===== src/include/fgc_pkg.sv =====
/*
  fgc_pkg: constants, field positions and carrier types for the fuel-gauge
  configuration and alert control block.
  Assumes a single 50 MHz system clock and byte-wide measurement readings.
*/
package fgc_pkg;

  // ----------------------------------------------------------------------
  // register map
  // ----------------------------------------------------------------------
  localparam logic [7:0] FGC_STATUS_ADDR = 8'h00;
  localparam logic [7:0] FGC_CFG_ADDR = 8'h1d;
  localparam logic [15:0] FGC_CFG_RST = 16'h2200; // temp sticky, temp enable set but measurement off (no thermistor or bias bit)
  localparam logic [15:0] FGC_CFG_WMASK = 16'hffdf; // reserved bit never stored
  localparam logic [9:0] FGC_FLAGS_RST = 10'h000;

  // configuration field positions
  localparam int FGC_B_TSRC = 15;
  localparam int FGC_B_SOC_STK = 14;
  localparam int FGC_B_TEMP_STK = 13;
  localparam int FGC_B_VOLT_STK = 12;
  localparam int FGC_B_CURR_STK = 11;
  localparam int FGC_B_RMV_PD = 10;
  localparam int FGC_B_TEMP_EN = 9;
  localparam int FGC_B_HOST_TEMP = 8;
  localparam int FGC_B_PD_REQ = 7;
  localparam int FGC_B_BUS_PD = 6;
  localparam int FGC_B_THRM_ON = 4;
  localparam int FGC_B_BIAS_FORCE = 3;
  localparam int FGC_B_ALERT_EN = 2;
  localparam int FGC_B_INS_ALERT = 1;
  localparam int FGC_B_RMV_ALERT = 0;

  // status flag positions
  localparam int FGC_F_VMN = 0;
  localparam int FGC_F_VMX = 1;
  localparam int FGC_F_TMN = 2;
  localparam int FGC_F_TMX = 3;
  localparam int FGC_F_SMN = 4;
  localparam int FGC_F_SMX = 5;
  localparam int FGC_F_IMN = 6;
  localparam int FGC_F_IMX = 7;
  localparam int FGC_F_INS = 8;
  localparam int FGC_F_RMV = 9;

  // threshold values that switch a check off
  localparam logic [7:0] FGC_UMAX_OFF = 8'hff;
  localparam logic [7:0] FGC_UMIN_OFF = 8'h00;
  localparam logic [7:0] FGC_SMAX_OFF = 8'h7f;
  localparam logic [7:0] FGC_SMIN_OFF = 8'h80;

  // ----------------------------------------------------------------------
  // timing
  // ----------------------------------------------------------------------
  localparam longint FGC_CLK_HZ = 50_000_000;
  localparam longint FGC_PD_DELAY_S = 45;
  localparam longint FGC_TASK_PERIOD_MS = 175;

  // ----------------------------------------------------------------------
  // types
  // ----------------------------------------------------------------------
  typedef enum logic [1:0] {
    FGC_ACTIVE = 2'h0,
    FGC_PENDING = 2'h1,
    FGC_SHUTDOWN = 2'h3
  } fgc_state_e;

  typedef struct packed {
    logic [7:0] cell_v;
    logic [7:0] temp;
    logic [7:0] soc;
    logic [7:0] curr;
  } fgc_meas_s;

  typedef struct packed {
    logic [7:0] vmax;
    logic [7:0] vmin;
    logic [7:0] tmax;
    logic [7:0] tmin;
    logic [7:0] smax;
    logic [7:0] smin;
    logic [7:0] imax;
    logic [7:0] imin;
  } fgc_thr_s;

  typedef struct packed {
    logic [15:0] cfg;
    logic [9:0] flags;
    fgc_state_e st;
    logic [31:0] timer;
    logic [31:0] task_cnt;
    logic sense_q;
    logic scl_q;
    logic sda_q;
    logic [15:0] rdata;
  } fgc_regs_s;

endpackage

===== src/design/fgc_config_alert.sv =====
/*
  fgc_config_alert: configuration register, alert flags, alert pin gating
  and power-down sequencing of the fuel-gauge core.
  Assumes all inputs synchronous to clk_sys_i; measurement readings and
  thresholds come from neighbouring logic; register port is the internal
  side of the serial host interface.
*/
`timescale 1ns/100ps
`default_nettype none

module fgc_config_alert
  import fgc_pkg::*;
#(
  parameter logic [31:0] PD_DELAY_CYC = 32'(FGC_PD_DELAY_S * FGC_CLK_HZ),
  parameter logic [31:0] TASK_CYC = 32'(FGC_TASK_PERIOD_MS * FGC_CLK_HZ / 1000)
) (
  input wire logic clk_sys_i,
  input wire logic rst_i,
  input wire logic [7:0] reg_addr_i,
  input wire logic reg_wr_i,
  input wire logic reg_rd_i,
  input wire logic [15:0] reg_wdata_i,
  output logic [15:0] reg_rdata_o,
  input wire fgc_meas_s meas_i,
  input wire fgc_thr_s thr_i,
  input wire logic analog_sense_input_i,
  input wire logic scl_i,
  input wire logic sda_i,
  output logic alert_pin_out_o,
  output logic alert_pin_oe_n_o,
  output logic power_down_o,
  output logic task_tick_o,
  output logic temp_source_ext_o,
  output logic host_temp_o,
  output logic temp_measure_en_o,
  output logic thermistor_measure_on_o,
  output logic bias_switch_force_o,
  output logic [9:0] status_flags_o
);

  // ----------------------------------------------------------------------
  // state and decode
  // ----------------------------------------------------------------------
  fgc_regs_s q_r;
  fgc_regs_s q_nxt;
  logic [7:0] raw_viol;
  logic [7:0] sticky;
  logic tick;
  logic cfg_wr;
  logic stat_wr;
  logic pd_cond;
  logic wake;
  logic scl_rise;
  logic sda_rise;
  logic sda_edge;
  logic thr_alert;

  assign cfg_wr = reg_wr_i && (reg_addr_i == FGC_CFG_ADDR);
  assign stat_wr = reg_wr_i && (reg_addr_i == FGC_STATUS_ADDR);
  assign tick = (q_r.task_cnt == TASK_CYC - 32'h1);
  assign scl_rise = scl_i && !q_r.scl_q;
  assign sda_rise = sda_i && !q_r.sda_q;
  assign sda_edge = sda_i != q_r.sda_q;

  // threshold comparisons, unsigned voltage/charge, signed temp/current
  always_comb begin
    raw_viol = 8'h00;
    raw_viol[FGC_F_VMX] = (thr_i.vmax != FGC_UMAX_OFF) && (meas_i.cell_v > thr_i.vmax);
    raw_viol[FGC_F_VMN] = (thr_i.vmin != FGC_UMIN_OFF) && (meas_i.cell_v < thr_i.vmin);
    raw_viol[FGC_F_TMX] = (thr_i.tmax != FGC_SMAX_OFF)
                          && ($signed(meas_i.temp) > $signed(thr_i.tmax));
    raw_viol[FGC_F_TMN] = (thr_i.tmin != FGC_SMIN_OFF)
                          && ($signed(meas_i.temp) < $signed(thr_i.tmin));
    raw_viol[FGC_F_SMX] = (thr_i.smax != FGC_UMAX_OFF) && (meas_i.soc > thr_i.smax);
    raw_viol[FGC_F_SMN] = (thr_i.smin != FGC_UMIN_OFF) && (meas_i.soc < thr_i.smin);
    raw_viol[FGC_F_IMX] = (thr_i.imax != FGC_SMAX_OFF)
                          && ($signed(meas_i.curr) > $signed(thr_i.imax));
    raw_viol[FGC_F_IMN] = (thr_i.imin != FGC_SMIN_OFF)
                          && ($signed(meas_i.curr) < $signed(thr_i.imin));
  end

  // per-flag sticky selection
  always_comb begin
    sticky = 8'h00;
    sticky[FGC_F_VMX] = q_r.cfg[FGC_B_VOLT_STK];
    sticky[FGC_F_VMN] = q_r.cfg[FGC_B_VOLT_STK];
    sticky[FGC_F_TMX] = q_r.cfg[FGC_B_TEMP_STK];
    sticky[FGC_F_TMN] = q_r.cfg[FGC_B_TEMP_STK];
    sticky[FGC_F_SMX] = q_r.cfg[FGC_B_SOC_STK];
    sticky[FGC_F_SMN] = q_r.cfg[FGC_B_SOC_STK];
    sticky[FGC_F_IMX] = q_r.cfg[FGC_B_CURR_STK];
    sticky[FGC_F_IMN] = q_r.cfg[FGC_B_CURR_STK];
  end

  // power-down and wake conditions
  assign pd_cond = q_r.cfg[FGC_B_PD_REQ]
                   || (q_r.cfg[FGC_B_RMV_PD] && analog_sense_input_i)
                   || (q_r.cfg[FGC_B_BUS_PD] && !scl_i && !sda_i);
  assign wake = (q_r.cfg[FGC_B_RMV_PD] && !analog_sense_input_i)
                || (q_r.cfg[FGC_B_BUS_PD] && (scl_rise || sda_rise))
                || (!q_r.cfg[FGC_B_RMV_PD] && !q_r.cfg[FGC_B_BUS_PD] && sda_edge);

  // ----------------------------------------------------------------------
  // next-state logic
  // ----------------------------------------------------------------------
  always_comb begin
    q_nxt = q_r;
    q_nxt.sense_q = analog_sense_input_i;
    q_nxt.scl_q = scl_i;
    q_nxt.sda_q = sda_i;
    q_nxt.task_cnt = tick ? 32'h0 : q_r.task_cnt + 32'h1;
    // register writes take effect on the next edge, well inside a task period
    if (cfg_wr) begin
      q_nxt.cfg = reg_wdata_i & FGC_CFG_WMASK;
    end
    // writing zero to a status bit clears it
    if (stat_wr) begin
      q_nxt.flags = q_r.flags & reg_wdata_i[9:0];
    end
    // threshold flags refresh each task period, set wins over clear
    if (tick) begin
      for (int i = 0; i < 8; i++) begin
        q_nxt.flags[i] = raw_viol[i] || (sticky[i] && q_nxt.flags[i]);
      end
    end
    // insertion and removal events from the sense pin
    if (!analog_sense_input_i && q_r.sense_q) begin
      q_nxt.flags[FGC_F_INS] = 1'b1;
    end
    if (analog_sense_input_i && !q_r.sense_q) begin
      q_nxt.flags[FGC_F_RMV] = 1'b1;
    end
    // power-down sequencing
    case (q_r.st)
      FGC_ACTIVE: begin
        q_nxt.timer = 32'h0;
        if (pd_cond) begin
          q_nxt.st = FGC_PENDING;
        end
      end
      FGC_PENDING: begin
        if (!pd_cond) begin
          q_nxt.st = FGC_ACTIVE;
        end else if (q_r.timer >= PD_DELAY_CYC - 32'h1) begin
          q_nxt.st = FGC_SHUTDOWN;
        end else begin
          q_nxt.timer = q_r.timer + 32'h1;
        end
      end
      FGC_SHUTDOWN: begin
        if (wake) begin
          q_nxt.st = FGC_ACTIVE;
          q_nxt.cfg[FGC_B_PD_REQ] = 1'b0;
        end
      end
      default: begin
        q_nxt.st = FGC_ACTIVE;
      end
    endcase
    // read data
    if (reg_rd_i) begin
      case (reg_addr_i)
        FGC_CFG_ADDR: q_nxt.rdata = q_r.cfg;
        FGC_STATUS_ADDR: q_nxt.rdata = {6'h00, q_r.flags};
        default: q_nxt.rdata = 16'h0000;
      endcase
    end
  end

  // ----------------------------------------------------------------------
  // state register
  // ----------------------------------------------------------------------
  always_ff @(posedge clk_sys_i or posedge rst_i) begin
    if (rst_i) begin
      q_r.cfg <= FGC_CFG_RST;
      q_r.flags <= FGC_FLAGS_RST;
      q_r.st <= FGC_ACTIVE;
      q_r.timer <= 32'h0;
      q_r.task_cnt <= 32'h0;
      q_r.sense_q <= 1'b0;
      q_r.scl_q <= 1'b1;
      q_r.sda_q <= 1'b1;
      q_r.rdata <= 16'h0000;
    end else begin
      q_r <= q_nxt;
    end
  end

  // ----------------------------------------------------------------------
  // outputs
  // ----------------------------------------------------------------------
  // alert pin pulls low while any enabled alert stands
  assign thr_alert = q_r.cfg[FGC_B_ALERT_EN] && (|q_r.flags[7:0]);
  assign alert_pin_out_o = 1'b0;
  assign alert_pin_oe_n_o = !(thr_alert
                              || (q_r.cfg[FGC_B_INS_ALERT] && q_r.flags[FGC_F_INS])
                              || (q_r.cfg[FGC_B_RMV_ALERT] && q_r.flags[FGC_F_RMV]));
  assign reg_rdata_o = q_r.rdata;
  assign power_down_o = (q_r.st == FGC_SHUTDOWN);
  assign task_tick_o = tick;
  assign temp_source_ext_o = q_r.cfg[FGC_B_TSRC];
  assign host_temp_o = q_r.cfg[FGC_B_HOST_TEMP];
  assign temp_measure_en_o = q_r.cfg[FGC_B_TEMP_EN]
                             && (q_r.cfg[FGC_B_THRM_ON] || q_r.cfg[FGC_B_BIAS_FORCE]);
  assign thermistor_measure_on_o = q_r.cfg[FGC_B_THRM_ON];
  assign bias_switch_force_o = q_r.cfg[FGC_B_BIAS_FORCE];
  assign status_flags_o = q_r.flags;
endmodule
`default_nettype wire


===== config.mk =====
export PLATFORM = sky130hd
export DESIGN_NAME = fgc_config_alert
export DESIGN_NICKNAME = d
export VERILOG_FILES = /design/src/include/fgc_pkg.sv /design/src/design/fgc_config_alert.sv
export SDC_FILE = /design/constraint.sdc
export NUM_CORES = 1
export LEC_CHECK = 0
export ABC_AREA = 1
export BUFFER_PORTS_ARGS = -buffer_cell sky130_fd_sc_hd__buf_4
export CELL_PAD_IN_SITES_DETAIL_PLACEMENT = 1
export CELL_PAD_IN_SITES_GLOBAL_PLACEMENT = 1
export CORE_MARGIN = 4
export CORE_UTILIZATION = 40
export DETAILED_ROUTE_END_ITERATION = 7
export PLACE_DENSITY = 0.85
export SYNTH_ARGS = -nofsm -noshare
export SYNTH_HDL_FRONTEND = slang
export SYNTH_SLANG_ARGS = --single-unit

===== constraint.sdc =====
create_clock -name clk_sys_i -period 3.55 [get_ports clk_sys_i]
set_input_delay 0.355 -clock clk_sys_i [delete_from_list [all_inputs] [get_ports clk_sys_i]]
set_output_delay 0.355 -clock clk_sys_i [all_outputs]
set_load 0.01 [all_outputs]

==> results.sh <==
export IMPL_r2r_cells=12
export IMPL_grt_max_degree=100
export IMPL_timing_fmax_mhz=391
export IMPL_hold_viol=0
export IMPL_antenna_found_initial=0
export IMPL_cp_top_family="simple AND/OR/NAND/NOR gates"
export IMPL_holdPathEnd="q_r[17]"
export IMPL_root_buffer="clkbuf_16"
export IMPL_crit_path_max_incr_delay_ps=540
export IMPL_dpl_hpwl_um=21500
export IMPL_clock_latency_ps=360
export IMPL_synth_flop_cell="dfrtp_1"
export IMPL_vias=8449
export IMPL_path_class="reg -> reg"
export IMPL_synth_seq_area_share=0.329
export IMPL_cts_buffers=9
export IMPL_crit_required_ps=3800
export IMPL_cts_sinks=110
export IMPL_crit_path_start_kind="flop"
export IMPL_rows=52
export IMPL_tightest_slew_ps=1070
export IMPL_first_global_vias=8962
export IMPL_ys_warnings_count=0
export IMPL_crit_path_top_delay_cell="nand2_2"
export IMPL_crit_path_end_kind="flop"
export IMPL_overflow=0
export IMPL_arrival_ps=2800
export IMPL_postPlaceCellArea_um2=9660
export IMPL_cp_depth=12
export IMPL_syn_nets=1418
export IMPL_outcome="complete, no violations"
export IMPL_finalSetupViolCount=0
export IMPL_syn_cell_area_um2=8390
export IMPL_syn_instance_count=1228
export IMPL_avgSynthCellArea_um2=6.83
export IMPL_drt_iter0_drc=375
export IMPL_synthToLayoutAreaGrowth_pct=18.8
export IMPL_die_height_um=153
export IMPL_first_pass_iters=5
export IMPL_fin_crit_ps=2560
export IMPL_leakage_nw=5.12
export IMPL_post_cts_setup_buffers=0
export IMPL_r2r_end="q_r[69]"
export IMPL_yosysMostFrequentCell="nand2_1"
export IMPL_hp_start="scl_i"
export IMPL_start_util=0.411
export IMPL_yosysTopAreaCellShare=0.316
export IMPL_die_area_um2=23400
export IMPL_wl_per_cell_um=16.3
export IMPL_die_w_um=153
export IMPL_skew_ps=8.81
export IMPL_insertedDiodeCount=0
export IMPL_clkSlewWorstSetupHoldPaths_ps=80
export IMPL_powerDensity_nw_per_um2=305
export IMPL_r2r_setup_slack_ps=990
export IMPL_async_flop_share=1.00
export IMPL_nets=1543
export IMPL_portBuffers=160
export IMPL_vdd_drop_max_mv=0.231
export IMPL_drive_gt1_frac=0.163
export IMPL_grt_first_pass_wirelength_um=44200
export IMPL_ctsResizeCount=0
export IMPL_slew_violations=0
export IMPL_place_congestion=0.882
export IMPL_ys_ff_latch=110
export IMPL_ys_types=44
export IMPL_drc_errors=0
export IMPL_cts_htree_levels=3
export IMPL_ys_top_cells_by_count="322 x nand2_1, 177 x inv_1, 158 x nor2_1"
export IMPL_grt_setup_unrepaired="false"
export IMPL_ios=162
export IMPL_via_per_inst=5.19
export IMPL_yosys_top_cells_area="dfrtp_1 32%, nand2_1 14%, ha_1 9.4%, inv_1 7.9%, nor2_1 7.1%"
export IMPL_finalCritPeriodShare=0.720
export IMPL_synth_edf_count=0
export IMPL_core_area_um2=20400
export IMPL_max_cap_viol_count=0
export IMPL_track_usage=0.228
export IMPL_hp_class="in -> reg"
export IMPL_critPathBufInv=1
export IMPL_whs_path_depth=1
export IMPL_slew_headroom=0.289
export IMPL_holdBufCountCts=1
export IMPL_timing_critical_path_mode_cell="nand2_1"
export IMPL_cts_tree="yes"
export IMPL_clockBufferDepth=2
export IMPL_r2r_start="q_r[51]"
export IMPL_drt_wl_total_um=26500
export IMPL_final_antenna_net_count=0
export IMPL_synth_area_leader_cell="dfrtp_1"
export IMPL_setup_tns_ps=0
export IMPL_path_cells="ha_1 > nand2_1 > inv_1 > nand2_1 > nand2_1 > nand2_1 > nand3_2 > nand2_2 > nand2_4 > nand2_2 > nand2_1 > nand2_1"
export IMPL_crit_fanout=34
export IMPL_fin_area_um2=9970
## layout by cell type, fill, tap and decap left out, drive strengths merged, types with 5 or more instances in the layout
master  synthesis  final
nand2         336    336
inv           181    182
nor2          164    164
buf            38    163
dfrtp         106    106
nand3         100    100
ha             63     63
nor3           36     36
a21oi          35     35
nand4          34     34
o21ai          31     31
xor2           27     27
clkbuf         12     11
a31oi           9      9
or2             9      9
xnor2           9      9
nor4            8      8
o31ai           5      5
clkinv          1      5
## sequential cells by signal, indices dropped and copies added, names as in the netlist
register / cells
bias_switch_force_o: 1
host_temp_o: 1
q_r: 80
reg_rdata_o: 16
status_flags_o: 10
temp_source_ext_o: 1
thermistor_measure_on_o: 1
## layer usage
metal / share of wire / track usage / vias to the layer above
met5: 0 / 0 / -
met4: 0.020 / 0.0598 / 0
met3: 0.060 / 0.0568 / 41
met2: 0.49 / 0.388 / 200
met1: 0.43 / 0.289 / 4074
li1: - / - / 4134
## worst max-delay path by stage
stage	slack [ps]	to	start
6_report	990	q_r[69]	q_r[51]
5_1_grt	760	q_r[65]	q_r[51]
4_1_cts	1010	q_r[76]	q_r[51]
3_5_place_dp	1040	q_r[65]	q_r[51]
3_3_place_gp	1160	status_flags_o[5]	q_r[19]
2_1_floorplan	300	bias_switch_force_o	rst_i
## report_power, final
| group | internal (mW) | total (mW) | switching [mW] | leakage (nW) |
|---|---|---|---|---|
| Combinational | 0.240 | 0.664 | 0.424 | 3.52 |
| Sequential | 1.29 | 1.34 | 0.0437 | 1.44 |
| Clock | 0.530 | 1.04 | 0.508 | 0.151 |
## final cells by class
type,count,area (um2)
Sequential cell,110,2760
Multi-Input combinational cell,886,4640
Fill cell,2739,10500
Timing Repair Buffer,164,1250
Clock buffer,11,253
Clock inverter,5,53.8
Tap cell,270,338
Inverter,182,686
## worst reg2reg max path, delay by kind of cell, from the launching register on
family / cells / cell delay (ps)
buffers and inverters: 1 / 70
flip-flops: 1 / 440
AND/OR/NAND/NOR: 10 / 1650
adder cells (fa/ha/maj): 1 / 280
## per-stage QoR
| stage | std cells | power (mW) | setup WS (ps) | util | hold WS, ps |
|---|---|---|---|---|---|
| global placement | 1611 | 2.00 | 1160 | 0.473 | 280 |
| finish | 1628 | 3.04 | 993 | 0.488 | 107 |
| detailed placement | 1611 | 2.03 | 1040 | 0.473 | 283 |
| global route | 1628 | 3.21 | 755 | 0.488 | 93.2 |
| floorplan | 1228 | 1.77 | 299 | - | 359 |
| CTS | 1628 | 3.07 | 1010 | 0.488 | 95.5 |
## logic make-up (layout without fill, tap and decap cells)
group	Yosys count	in the layout	synth area share
DFF	110	110	0.329
AOI/OAI and AO/OA	94	94	0.0634
xor gates and xnor gates	36	36	0.0376
adders and majority gates	63	63	0.0939
other	1	1	0.000447
buffers and inverters	232	362	0.120
and+or+nand+nor	692	692	0.357
Note: power is estimated with default switching activity, not from simulation.
